## config.mk

```make
export PLATFORM = sky130hd
export DESIGN_NAME = dcg_regs
export DESIGN_NICKNAME = d
export VERILOG_FILES = /design/src/hw/dcg_pkg.sv /design/src/hw/dcg_burst_step.sv /design/src/hw/dcg_regs.sv
export SDC_FILE = /design/constraint.sdc
export NUM_CORES = 1
export LEC_CHECK = 0
export ABC_AREA = 1
export BUFFER_PORTS_ARGS = -buffer_cell sky130_fd_sc_hd__clkbuf_2
export CORE_ASPECT_RATIO = 0.75
export CORE_MARGIN = 5
export CORE_UTILIZATION = 35
export DETAILED_ROUTE_END_ITERATION = 6
export GPL_ROUTABILITY_DRIVEN = 1
export PLACE_DENSITY_LB_ADDON = 0.05
export REMOVE_ABC_BUFFERS = 1
export SYNTH_ARGS = -nofsm -noshare
export SYNTH_HDL_FRONTEND = slang
export SYNTH_SLANG_ARGS = --single-unit
```

## constraint.sdc

```tcl
create_clock -name clk_in -period 3.1 [get_ports clk_in]
set_input_delay 0.155 -clock clk_in [delete_from_list [all_inputs] [get_ports clk_in]]
set_output_delay 0.155 -clock clk_in [all_outputs]
set_load 0.02 [all_outputs]
```

## src/hw/dcg_pkg.sv

```systemverilog
// Purpose: shared constants, map and types for the device control and port data registers
// Assumes: 16-bit registers reached word by word from the serial interface front end
// Notes: 8-bit register addresses
package dcg_pkg;
  localparam int NUM_PORTS = 12;
  localparam int ADDR_W = 8;
  localparam int DATA_W = 16;
  localparam int PRESET_W = 12;
  localparam int TEMP_W = 12;

  // register addresses
  localparam logic [7:0] ADDR_PORT_INPUT = 8'h0b;
  localparam logic [7:0] ADDR_PORT_OUTPUT = 8'h0d;
  localparam logic [7:0] ADDR_CONTROL = 8'h10;
  localparam logic [7:0] ADDR_PRESET_ONE = 8'h16;
  localparam logic [7:0] ADDR_PRESET_TWO = 8'h17;
  localparam logic [7:0] ADDR_TEMP_CFG = 8'h18;
  localparam logic [7:0] ADDR_ADC_DATA_BASE = 8'h40;
  localparam logic [7:0] ADDR_DAC_DATA_BASE = 8'h60;
  localparam logic [7:0] ADDR_STEP = 8'h01;

  // control word fields
  localparam int CTL_DAC_REF = 6;
  localparam int CTL_THERMAL_SHDN = 7;
  localparam int CTL_MON_LO = 8;
  localparam int CTL_MON_HI = 10;
  localparam int CTL_MON_INTERNAL = 8;
  localparam int CTL_CONV_TIME = 11;
  localparam int CTL_SERIES_RESISTANCE_CANCEL = 12;
  localparam int CTL_LOW_POWER = 13;
  localparam int CTL_BURST_MODE = 14;
  localparam int CTL_SOFT_RESET = 15;
  localparam logic [15:0] CTL_STORED_MASK = 16'h7fc0;

  // averaging fields
  localparam int AVG_INT_LO = 0;
  localparam int AVG_EXT1_LO = 2;
  localparam int AVG_EXT2_LO = 4;
  localparam logic [15:0] TEMP_CFG_MASK = 16'h003f;
  localparam logic [5:0] AVG_MIN_SAMPLES = 6'h04;

  // dac update modes that select a preset word
  localparam logic [1:0] DAC_MODE_PRESET_ONE = 2'h2;
  localparam logic [1:0] DAC_MODE_PRESET_TWO = 2'h3;

  // reset values
  localparam logic [15:0] CONTROL_RESET = 16'h0000;
  localparam logic [15:0] OUTPUT_RESET = 16'h0000;
  localparam logic [15:0] PRESET_RESET = 16'h0000;
  localparam logic [15:0] TEMP_CFG_RESET = 16'h0000;

  // thermal trip: degrees and code scale of 0.125 degree per lsb
  localparam int THERMAL_LIMIT_DEG = 145;
  localparam int TEMP_LSB_PER_DEG = 8;
  localparam logic [11:0] THERMAL_LIMIT_CODE = 12'(THERMAL_LIMIT_DEG * TEMP_LSB_PER_DEG);

  typedef struct packed {
    logic [11:0] adc;
    logic [11:0] dac;
    logic [11:0] general_input_port;
    logic [11:0] general_output_port;
  } dcg_port_cfg_t;

  typedef struct packed {
    logic valid;
    logic first;
    logic write;
    logic [7:0] addr;
    logic [15:0] wdata;
  } dcg_access_t;

  // port to register bit placement
  function automatic logic [15:0] dcg_pack(input logic [11:0] p);
    dcg_pack = {p[10:6], 3'h0, p[5:0], 1'h0, p[11]};
  endfunction

  function automatic logic [11:0] dcg_unpack(input logic [15:0] w);
    dcg_unpack = {w[0], w[15:11], w[7:2]};
  endfunction
endpackage

```

## src/hw/dcg_burst_step.sv

```systemverilog
// Purpose: next register address for a burst word
// Assumes: data registers of port i at base plus i
// Notes: contextual stepping wraps to the lowest configured port
`timescale 1ns/1ns
module dcg_burst_step #(
  parameter int NUM_PORTS = 12
) (
  input wire logic [7:0] addr_in,
  input wire logic write_in,
  input wire logic contextual_in,
  input wire logic [11:0] adc_ports_in,
  input wire logic [11:0] dac_ports_in,
  output logic [7:0] next_addr_out
);
  initial begin
    if (NUM_PORTS != 12) begin
      $error("dcg_burst_step serves twelve ports only");
    end
  end

  wire logic [7:0] adc_off = addr_in - dcg_pkg::ADDR_ADC_DATA_BASE;
  wire logic [7:0] dac_off = addr_in - dcg_pkg::ADDR_DAC_DATA_BASE;
  wire logic in_adc = (addr_in >= dcg_pkg::ADDR_ADC_DATA_BASE) && (adc_off < 8'(NUM_PORTS));
  wire logic in_dac = (addr_in >= dcg_pkg::ADDR_DAC_DATA_BASE) && (dac_off < 8'(NUM_PORTS));
  wire logic adc_ctx = contextual_in && in_adc && !write_in;
  wire logic dac_ctx = contextual_in && in_dac && write_in;
  wire logic [7:0] plain_next = addr_in + dcg_pkg::ADDR_STEP;
  wire logic [11:0] mask = adc_ctx ? adc_ports_in : dac_ports_in;
  wire logic [7:0] offs = adc_ctx ? adc_off : dac_off;
  wire logic [7:0] base = adc_ctx ? dcg_pkg::ADDR_ADC_DATA_BASE : dcg_pkg::ADDR_DAC_DATA_BASE;

  logic [7:0] higher;
  logic [7:0] lowest;
  logic found_higher;
  logic found_any;

  always_comb begin
    higher = 8'h00;
    lowest = 8'h00;
    found_higher = 1'b0;
    found_any = 1'b0;
    for (int i = NUM_PORTS - 1; i >= 0; i--) begin
      if (mask[i]) begin
        lowest = 8'(i);
        found_any = 1'b1;
        if (8'(i) > offs) begin
          higher = 8'(i);
          found_higher = 1'b1;
        end
      end
    end
  end

  // only adc reads and dac writes
  wire logic [7:0] ctx_next = base + (found_higher ? higher : lowest);
  assign next_addr_out = ((adc_ctx || dac_ctx) && found_any) ? ctx_next : plain_next;
endmodule

```

## src/hw/dcg_regs.sv

```systemverilog
// Purpose: device control bits 6 to 15, port level data, dac presets, averaging config
// Assumes: access port driven by serial interface logic on clk_in; pins are asynchronous
// Notes: soft and thermal reset restart every register here except the pin synchroniser and reset requests, and pulse device_reset_out
`timescale 1ns/1ns
module dcg_regs #(
  parameter int NUM_PORTS = 12
) (
  input wire logic clk_in,
  input wire logic reset_in,
  input wire dcg_pkg::dcg_access_t access_in,
  input wire dcg_pkg::dcg_port_cfg_t port_cfg_in,
  input wire logic [1:0] dac_update_mode_in,
  input wire logic [11:0] port_pin_level_in,
  input wire logic [11:0] internal_temp_in,
  input wire logic internal_temp_valid_in,
  output logic [15:0] read_data_out,
  output logic read_valid_out,
  output logic [7:0] access_addr_out,
  output logic [7:0] burst_next_addr_out,
  output logic dac_reference_select_out,
  output logic [2:0] temp_monitor_enables_out,
  output logic temp_conversion_time_sel_out,
  output logic series_resistance_cancel_out,
  output logic low_power_enable_out,
  output logic analog_hiz_out,
  output logic power_on_seq_out,
  output logic device_reset_out,
  output logic [11:0] port_drive_level_out,
  output logic [11:0] port_drive_enable_out,
  output logic [11:0] dac_preset_value_out,
  output logic [11:0] dac_preset_ports_out,
  output logic [5:0] internal_temp_samples_out,
  output logic [5:0] first_remote_samples_out,
  output logic [5:0] second_remote_samples_out
);
  initial begin
    if (NUM_PORTS != 12) begin
      $error("dcg_regs serves twelve ports only");
    end
  end

  logic [15:0] device_control_word;
  logic [15:0] port_output_levels;
  logic [15:0] dac_preset_word_one;
  logic [15:0] dac_preset_word_two;
  logic [15:0] temp_averaging_config;
  logic [7:0] burst_ptr;
  logic [11:0] pin_meta;
  logic [11:0] pin_sync;
  logic soft_reset_req;
  logic thermal_reset_req;

  // pin synchroniser
  always_ff @(posedge clk_in) begin
    pin_meta <= port_pin_level_in;
    pin_sync <= pin_meta;
  end

  wire logic local_reset = reset_in || soft_reset_req || thermal_reset_req;

  // access decode
  wire logic [7:0] cur_addr = access_in.first ? access_in.addr : burst_ptr;
  wire logic wr = access_in.valid && access_in.write;
  wire logic rd = access_in.valid && !access_in.write;
  wire logic wr_ctl = wr && (cur_addr == dcg_pkg::ADDR_CONTROL);
  wire logic wr_out = wr && (cur_addr == dcg_pkg::ADDR_PORT_OUTPUT);
  wire logic wr_p1 = wr && (cur_addr == dcg_pkg::ADDR_PRESET_ONE);
  wire logic wr_p2 = wr && (cur_addr == dcg_pkg::ADDR_PRESET_TWO);
  wire logic wr_tcfg = wr && (cur_addr == dcg_pkg::ADDR_TEMP_CFG);
  wire logic [15:0] preset_mask = 16'((1 << dcg_pkg::PRESET_W) - 1);
  wire logic [15:0] port_bit_mask = dcg_pkg::dcg_pack(12'hfff);

  wire logic [15:0] input_word = dcg_pkg::dcg_pack(pin_sync & port_cfg_in.general_input_port);
  wire logic [15:0] next_read_data =
    (cur_addr == dcg_pkg::ADDR_CONTROL) ? device_control_word :
    (cur_addr == dcg_pkg::ADDR_PORT_INPUT) ? input_word :
    (cur_addr == dcg_pkg::ADDR_PORT_OUTPUT) ? port_output_levels :
    (cur_addr == dcg_pkg::ADDR_PRESET_ONE) ? dac_preset_word_one :
    (cur_addr == dcg_pkg::ADDR_PRESET_TWO) ? dac_preset_word_two :
    (cur_addr == dcg_pkg::ADDR_TEMP_CFG) ? temp_averaging_config : 16'h0000;

  wire logic [7:0] step_addr;
  dcg_burst_step #(
    .NUM_PORTS(NUM_PORTS)
  ) u_step (
    .addr_in(cur_addr),
    .write_in(access_in.write),
    .contextual_in(device_control_word[dcg_pkg::CTL_BURST_MODE]),
    .adc_ports_in(port_cfg_in.adc),
    .dac_ports_in(port_cfg_in.dac),
    .next_addr_out(step_addr)
  );

  assign access_addr_out = cur_addr;
  assign burst_next_addr_out = step_addr;

  wire logic thermal_trip = device_control_word[dcg_pkg::CTL_THERMAL_SHDN] &&
    device_control_word[dcg_pkg::CTL_MON_INTERNAL] && internal_temp_valid_in &&
    ($signed(internal_temp_in) > $signed(dcg_pkg::THERMAL_LIMIT_CODE));
  wire logic lp_exit = wr_ctl && device_control_word[dcg_pkg::CTL_LOW_POWER] &&
    !access_in.wdata[dcg_pkg::CTL_LOW_POWER];

  always_ff @(posedge clk_in) begin
    if (reset_in) begin
      soft_reset_req <= 1'b0;
      thermal_reset_req <= 1'b0;
    end else begin
      soft_reset_req <= wr_ctl && access_in.wdata[dcg_pkg::CTL_SOFT_RESET];
      thermal_reset_req <= thermal_trip;
    end
  end

  // reset bit never stored, reads zero
  always_ff @(posedge clk_in) begin
    if (local_reset) begin
      device_control_word <= dcg_pkg::CONTROL_RESET;
    end else if (wr_ctl && !access_in.wdata[dcg_pkg::CTL_SOFT_RESET]) begin
      device_control_word <= access_in.wdata & dcg_pkg::CTL_STORED_MASK;
    end
  end

  always_ff @(posedge clk_in) begin
    if (local_reset) begin
      port_output_levels <= dcg_pkg::OUTPUT_RESET;
      dac_preset_word_one <= dcg_pkg::PRESET_RESET;
      dac_preset_word_two <= dcg_pkg::PRESET_RESET;
      temp_averaging_config <= dcg_pkg::TEMP_CFG_RESET;
    end else begin
      if (wr_out) begin
        port_output_levels <= access_in.wdata & port_bit_mask;
      end
      if (wr_p1) begin
        dac_preset_word_one <= access_in.wdata & preset_mask;
      end
      if (wr_p2) begin
        dac_preset_word_two <= access_in.wdata & preset_mask;
      end
      if (wr_tcfg) begin
        temp_averaging_config <= access_in.wdata & dcg_pkg::TEMP_CFG_MASK;
      end
    end
  end

  always_ff @(posedge clk_in) begin
    if (local_reset) begin
      burst_ptr <= 8'h00;
      read_valid_out <= 1'b0;
      read_data_out <= 16'h0000;
      power_on_seq_out <= 1'b0;
    end else begin
      read_valid_out <= rd;
      power_on_seq_out <= lp_exit;
      if (access_in.valid) begin
        burst_ptr <= step_addr;
      end
      if (rd) begin
        read_data_out <= next_read_data;
      end
    end
  end

  assign device_reset_out = local_reset;

  // control outputs
  // reference select
  assign dac_reference_select_out = device_control_word[dcg_pkg::CTL_DAC_REF];
  assign temp_monitor_enables_out = device_control_word[dcg_pkg::CTL_MON_HI:dcg_pkg::CTL_MON_LO];
  assign temp_conversion_time_sel_out = device_control_word[dcg_pkg::CTL_CONV_TIME];
  assign series_resistance_cancel_out = device_control_word[dcg_pkg::CTL_SERIES_RESISTANCE_CANCEL];
  assign low_power_enable_out = device_control_word[dcg_pkg::CTL_LOW_POWER];
  assign analog_hiz_out = low_power_enable_out || local_reset;

  wire logic [11:0] out_levels = dcg_pkg::dcg_unpack(port_output_levels);
  assign port_drive_level_out = out_levels & port_cfg_in.general_output_port;
  assign port_drive_enable_out = analog_hiz_out ? 12'h000 : port_cfg_in.general_output_port;

  wire logic preset_active = dac_update_mode_in[1];
  assign dac_preset_value_out = (dac_update_mode_in == dcg_pkg::DAC_MODE_PRESET_TWO) ?
    dac_preset_word_two[11:0] : dac_preset_word_one[11:0];
  assign dac_preset_ports_out = preset_active ? port_cfg_in.dac : 12'h000;

  assign internal_temp_samples_out =
    dcg_pkg::AVG_MIN_SAMPLES << temp_averaging_config[dcg_pkg::AVG_INT_LO +: 2];
  assign first_remote_samples_out =
    dcg_pkg::AVG_MIN_SAMPLES << temp_averaging_config[dcg_pkg::AVG_EXT1_LO +: 2];
  assign second_remote_samples_out =
    dcg_pkg::AVG_MIN_SAMPLES << temp_averaging_config[dcg_pkg::AVG_EXT2_LO +: 2];
endmodule

```

Yosys cells after proc, flatten, opt, wreduce, memory -nomap -nowiden
Index checks and enable logic that the tools add are counted.

storage, ports and cells
  memories kept = 0
  RAM bits = 0
  flip-flop bits (word level) = 103
  latch bits = 0
  logic and storage cells = 161
  input port bits = 104
  output and inout port bits = 109
  bits in read-only memories = 0

cells by class
  reductions and logical operators = 28
  div/mod/pow operators = 0
  shifts and indexed selects = 3
  $mul = 0
  magnitude comparators = 17
  equal/unequal tests = 7
  bitwise gates (word level) = 2
  mux-type cells = 87
  add/subtract/negate cells = 4

operator list
  kind                                                                count
  2-to-1 mux 8 bit                                                    27
  2-to-1 mux 12 bit                                                   6
  2-to-1 mux 4 bit                                                    13
  2-to-1 mux 16 bit                                                   3
  2-to-1 mux 1 bit                                                    36
  == test 8 x 5 -> 1 bit (second input constant)                      4
  greater-than comparator 3 x 8 -> 1 bit (first input constant)       4
  greater-than comparator 4 x 8 -> 1 bit (first input constant)       4
  AND 12 bit                                                          2
  logical AND 1 bit                                                   21
  left shift 3 x 2 -> 6 bit (first input constant)                    3
  == test 8 x 4 -> 1 bit (second input constant)                      2
  greater-or-equal comparator 8 x 7 -> 1 bit (second input constant)  2
  greater-than comparator 1 x 8 -> 1 bit (first input constant)       2
  greater-than comparator 2 x 8 -> 1 bit (first input constant)       2
  < comparator 8 x 4 -> 1 bit (second input constant)                 2
  subtractor 8 x 7 -> 8 bit (second input constant)                   2
  greater-than comparator 12 bit (second input constant)              1
  2-to-1 mux 6 bit                                                    2
  adder 8 x 1 -> 8 bit (second input constant)                        1
  adder 8 bit                                                         1
  logical OR 1 bit                                                    4
  zero test 1 bit                                                     3
  == test 2 bit (second input constant)                               1

Logic depth before layout (Yosys ltp)
  depth after elaboration = 35
  mapped depth = 28
  gate-level depth less buffers = 26

Modules after synthesis
Synthesis repeated with hierarchy kept, for this count alone.

second synthesis, totals
  cell total of the unflattened synthesis = 911
  area total of the unflattened synthesis = 6054.6 um2

by module, submodules not included
  module          instances  area each (um2)  cells each  seq. area each (um2)
  dcg_regs        1          4809.6           685         2062.0
  dcg_burst_step  1          1244.9           226         0.0

Worst setup path before layout
Ideal clock, no wire load.

  path kind = input-to-output
  start point = input access_in[25] in the netlist's numbering
  end point = output burst_next_addr_out[0]
  cell stages on the path = 23
  arrival = 2.726 ns
  data required time = 2.945 ns
  setup slack = 0.219 ns
  path buffers = 2
  cell sequence = buf_6 > inv_8 > or2_1 > o21ai_0 > inv_1 > ha_1 > nand2_1 > nor2_1 > nand3_4 > nor2_4 > nand2_4 > buf_6 > a21oi_4 > nand3_1 > nand3_2 > nand2_1 > nor2_2 > nand3_2 > nor2_1 > nand2_1 > nand3_1 > nand2_1 > inv_1

on the way
  word-level cells in the longest chain between the ends = 35
  elaborated cells on any way between the ends = 105
  classes of those cells = 4 x add/sub; 16 x order compare; 77 x mux; 8 x reduce/logical

ends and longest elaborated chain
  item                                                         line                  text
  from (decl)                                                  dcg_regs.sv:10        input wire dcg_pkg::dcg_access_t access_in,
  2-to-1 mux 8 bit (*)                                         dcg_regs.sv:62        wire logic [7:0] cur_addr = access_in.first ? access_in.addr : burst_ptr;
  via access_addr_out[6]                                       dcg_regs.sv:18        output logic [7:0] access_addr_out,
  subtractor 8 x 7 -> 8 bit                                    dcg_burst_step.sv:21  wire logic [7:0] adc_off = addr_in - dcg_pkg::ADDR_ADC_DATA_BASE;
  < comparator 8 x 4 -> 1 bit                                  dcg_burst_step.sv:23  wire logic in_adc = (addr_in >= dcg_pkg::ADDR_ADC_DATA_BASE) && (adc_off < 8'(NUM_PORTS));
  logical AND 1 bit                                            dcg_burst_step.sv:23
  logical AND 1 bit (2 in a row)                               dcg_burst_step.sv:25  wire logic adc_ctx = contextual_in && in_adc && !write_in;
  2-to-1 mux 8 bit                                             dcg_burst_step.sv:29  wire logic [7:0] offs = adc_ctx ? adc_off : dac_off;
  greater-than comparator 4 x 8 -> 1 bit                       dcg_burst_step.sv:46  if (8'(i) > offs) begin
  [... 19 more ...]                                            --
  2-to-1 mux 8 bit / 2-to-1 mux 1 bit (equally long branches)  dcg_burst_step.sv:43  if (mask[i]) begin
  2-to-1 mux 8 bit / 2-to-1 mux 1 bit (equally long branches)  dcg_burst_step.sv:46
  2-to-1 mux 8 bit / 2-to-1 mux 1 bit (equally long branches)  dcg_burst_step.sv:43
  2-to-1 mux 8 bit / 2-to-1 mux 1 bit (equally long branches)  dcg_burst_step.sv:46
  2-to-1 mux 8 bit / 2-to-1 mux 1 bit (equally long branches)  dcg_burst_step.sv:43
  2-to-1 mux 8 bit                                             dcg_burst_step.sv:55  wire logic [7:0] ctx_next = base + (found_higher ? higher : lowest);
  adder 8 bit                                                  dcg_burst_step.sv:55
  2-to-1 mux 8 bit (*)                                         dcg_burst_step.sv:56  assign next_addr_out = ((adc_ctx || dac_ctx) && found_any) ? ctx_next : plain_next;
  to (decl)                                                    dcg_regs.sv:19        output logic [7:0] burst_next_addr_out,

Mark *: on every way through the listed nets, which the timed path passes. The rest lies on a longest branch.

Worst setup path after layout
  start point = register burst_ptr[7]
  end point = register burst_ptr[0]

on the way
  word-level cells in the longest chain between the ends = 35
  elaborated cells on any way between the ends = 104
  classes of those cells = 3 x add/sub; 16 x order compare; 77 x mux; 8 x reduce/logical

ends and longest elaborated chain
  item                                                         line                  text
  from (decl)                                                  dcg_regs.sv:47        logic [7:0] burst_ptr;
  from (signal assigned)                                       dcg_regs.sv:154       burst_ptr <= step_addr;
  2-to-1 mux 8 bit (*)                                         dcg_regs.sv:62
  subtractor 8 x 7 -> 8 bit                                    dcg_burst_step.sv:21
  < comparator 8 x 4 -> 1 bit                                  dcg_burst_step.sv:23
  logical AND 1 bit                                            dcg_burst_step.sv:23
  logical AND 1 bit (2 in a row)                               dcg_burst_step.sv:25
  2-to-1 mux 8 bit                                             dcg_burst_step.sv:29
  greater-than comparator 4 x 8 -> 1 bit                       dcg_burst_step.sv:46
  2-to-1 mux 4 bit / 2-to-1 mux 1 bit (equally long branches)  dcg_burst_step.sv:46
  [... 18 more ...]                                            --
  2-to-1 mux 8 bit / 2-to-1 mux 1 bit (equally long branches)  dcg_burst_step.sv:43
  2-to-1 mux 8 bit / 2-to-1 mux 1 bit (equally long branches)  dcg_burst_step.sv:46
  2-to-1 mux 8 bit / 2-to-1 mux 1 bit (equally long branches)  dcg_burst_step.sv:43
  2-to-1 mux 8 bit / 2-to-1 mux 1 bit (equally long branches)  dcg_burst_step.sv:46
  2-to-1 mux 8 bit / 2-to-1 mux 1 bit (equally long branches)  dcg_burst_step.sv:43
  2-to-1 mux 8 bit                                             dcg_burst_step.sv:55
  adder 8 bit                                                  dcg_burst_step.sv:55
  2-to-1 mux 8 bit (*)                                         dcg_burst_step.sv:56

Mark *: on every way between the ends. The rest lies on a longest branch, timed or not.
A chain may end at the register's enable or synchronous reset.

==> results.md <==
- Drt wl/cell: roughly 15 um
- Status: finished with violations
- Drt first-iter violations: between 300 and 400
- Switching power: 0.0009873 W
- Mapped cell area: 5700 sq um
- Clk root buf: clkbuf_16
- FF+latch area: 2064 sq um
- Core area: about 16,000 sq um
- DRC: 0
- Critical Path Sink Type: flip-flop
- Max FO, Critical Path: 6
- Pwr dens: 396.0 nW/um^2
- Slew @ Worst Pin: ~1000 ps
- Arr. time, crit path: around 3400 ps
- Cell family with most CP delay: simple AND/OR/NAND/NOR gates
- Crit-path most repeated cell: buf_4
- Most frequent cells in the layout: 200 x clkbuf_2, 152 x nand2_1, 144 x inv_1, 101 x dfxtp_1, 69 x o21ai_0
- Initial antenna violation count: 1
- Flop pwr share: 0.430
- Critical path class: reg2reg
- Asr flop ratio synth: 0
- Area grow syn2layout: 40.32%
- RSZ-0062 raised after global routing: true
- Failing checks: setup timing
- Post-synth EDFFs: 0
- Initial Util: 0.3559
- Final Hold Fails: 0
- Crit start category: flip-flop
- Share of cells above drive strength 1: 0.3437
- Net count, final: 1,201
- Vias: approximately 6,000
- Vias in the first global route: between 5,000 and 6,000
- Final WS setup: -37.04 ps
- P_leak: 3.927 nW
- DIE AREA: 18,970 sq um
- Die X: 157.4 um
- DRT antenna net count: 0
- RePlAce Congestion: ~0.89
- GRT Total Usage: 0.2058
- Later-pin clock latency in the skew report: about 360 ps
- Longest Clk Path Bufs: 2
- Fin crit period: 3137 ps
- HPWL after DPL: 14.95 mm
- HP Class: in2reg
- Io pins: 213
- CP bufs+invs: 7
- Wirelength, routed: between 15 and 20 mm
- Max-capacitance violation count: 0
- CTS sink cnt: about 100
- Net Sw Frac: 0.3117
- Final Slew Violations: 0
- GRT overflow: 0
- CTS HTree Levels: 3
- Total of warnings raised by yosys: 0
- First-pass GRT wire length: 30.59 mm
- Fill count: 1,683
- Num rows: 40
- Max_slew headroom: 0.3164
- Vias per cell: around 4.6
- IO Port Bufs: about 200
- Final worst path period share: 1.012
- Largest net degree at the start of global routing: 40
- Cell variety after synth: 50
- Slowest stage delay, CP: around 330 ps
- Mapped Cells: about 840
- Setup_tns: -64.77 ps
- Fmax: ~0.32 GHz
- Drt pass-1 iters: 5
- Post-synthesis register bit count: just over 100
- Critical-path top delay cell: dfxtp_2
- CTS Buf Count: 9
- Most common cell after layout, fill and taps aside: clkbuf_2
- Worst VDD drop: 0.2596 mV
- Die Ht: between 100 and 150 um
- Sequential fraction of the synthesis area: 0.3617
- Fin Hold WS: roughly 50 ps
- Multi-input gate area: between 3000 and 4000 sq um
- Ant. Diodes: 0
- Setup Skew: 8.484 ps
- Critical path required time: 3400 ps
- TritonCTS clock tree: done
- Clk slew on worst S/H paths: ~80 ps
- Clock Power Share: 0.360
- Setup-failing EPs final: 3
- Combinational share of power: 0.210
- Synth Area per Inst: slightly below 7 sq um
- Main flop type after synthesis: dfxtp_1
- Internal power: between 0.002 and 0.0025 W
==> synthesized netlist by cell type (8+ instances only) <==
cell	instances	area (sq um)
nor2_1	65	244.0
clkbuf_1	21	78.83
o21ai_0	74	370.4
ha_1	8	100.1
inv_1	146	548.0
a21oi_1	70	350.3
nand2_2	9	56.30
nand3_1	39	195.2
o21ai_2	8	70.07
nand2_1	169	634.4
buf_4	9	67.56
nor3_1	12	60.06
dfxtp_1	103	2062
==> power groups by stage <==
stage	combinational, W	sequential, W	clock [W]
5_1_grt	0.000726	0.00136	0.00123
3_5_place_dp	0.000552	0.00139	0
2_1_floorplan	0.000313	0.00139	0
4_1_cts	0.000617	0.00136	0.00118
3_3_place_gp	0.000554	0.00139	0
6_report	0.000664	0.00136	0.00114
==> layout make-up <==
class	instances	share of cell area
sequential	103	0.2581
tap	210	0.03285
clock buffer	9	0.02816
clock inverter	7	0.009072
inverter	153	0.07336
timing repair buffer	273	0.2043
multi-input combinational	549	0.3942
==> per-stage QoR <==
stage	util	instances	area [sq um]	total power (W)	setup WS [ps]
global placement	0.4402	1249	7049	0.001946	52.70
floorplan	-	803	5520	0.001706	-701.2
CTS	0.4859	1296	7782	0.003154	-45.96
detailed placement	0.4402	1249	7049	0.001944	-4.643
global route	0.4995	1304	7999	0.003318	-213.5
finish	0.4995	1304	7999	0.003167	-37.04
==> state kept, by name (all words and copies together) (netlist names), 6 cells and up <==
register               flops
dac_preset_word_two       12
port_output_levels        12
pin_sync                  12
read_data_out             16
dac_preset_word_one       12
device_control_word        9
burst_ptr                  8
pin_meta                  12
temp_averaging_config      6
==> what timing repair did <==
action,4_1_cts,5_1_grt
gates resized for setup,40,43
cloned,2,0
setup buffers,14,9
setup endpoints to repair,5,11
endpoints found under the hold margin,15,0
hold buffers,15,0
pin swaps,18,30
==> per-layer routing <==
metal  global-route usage  routed length (um)
met5                    0                  13
met4              0.03332                 112
met3              0.05081                1575
met2               0.3026                8270
met1               0.3081               10010
==> worst min-delay path, stage by stage <==
cell and delay (ps):
clkbuf_2 80, nand4_1 70, a2111oi_0 50
==> cells by family after synthesis <==
family                     synth area share
and+or+nand+nor                      0.2722
adders and majority gates           0.01756
buffers and inverters                0.1374
AOI/OAI and AO/OA                    0.2013
other                             0.0006578
DFF                                  0.3617
xor gates and xnor gates           0.009219
==> path summary, 6_finish.rpt <==
kind                        startpoint  slack (ps)           endpoint  depth (start not counted)
setup / recovery          burst_ptr[7]         -40       burst_ptr[0]                         26
hold / removal    internal_temp_in[10]          50  thermal_reset_req                          3
setup reg to reg          burst_ptr[7]         -40       burst_ptr[0]                         26
hold reg to reg           pin_meta[10]         330       pin_sync[10]                          0
No activity file was read; power rests on OpenSTA's default activity.
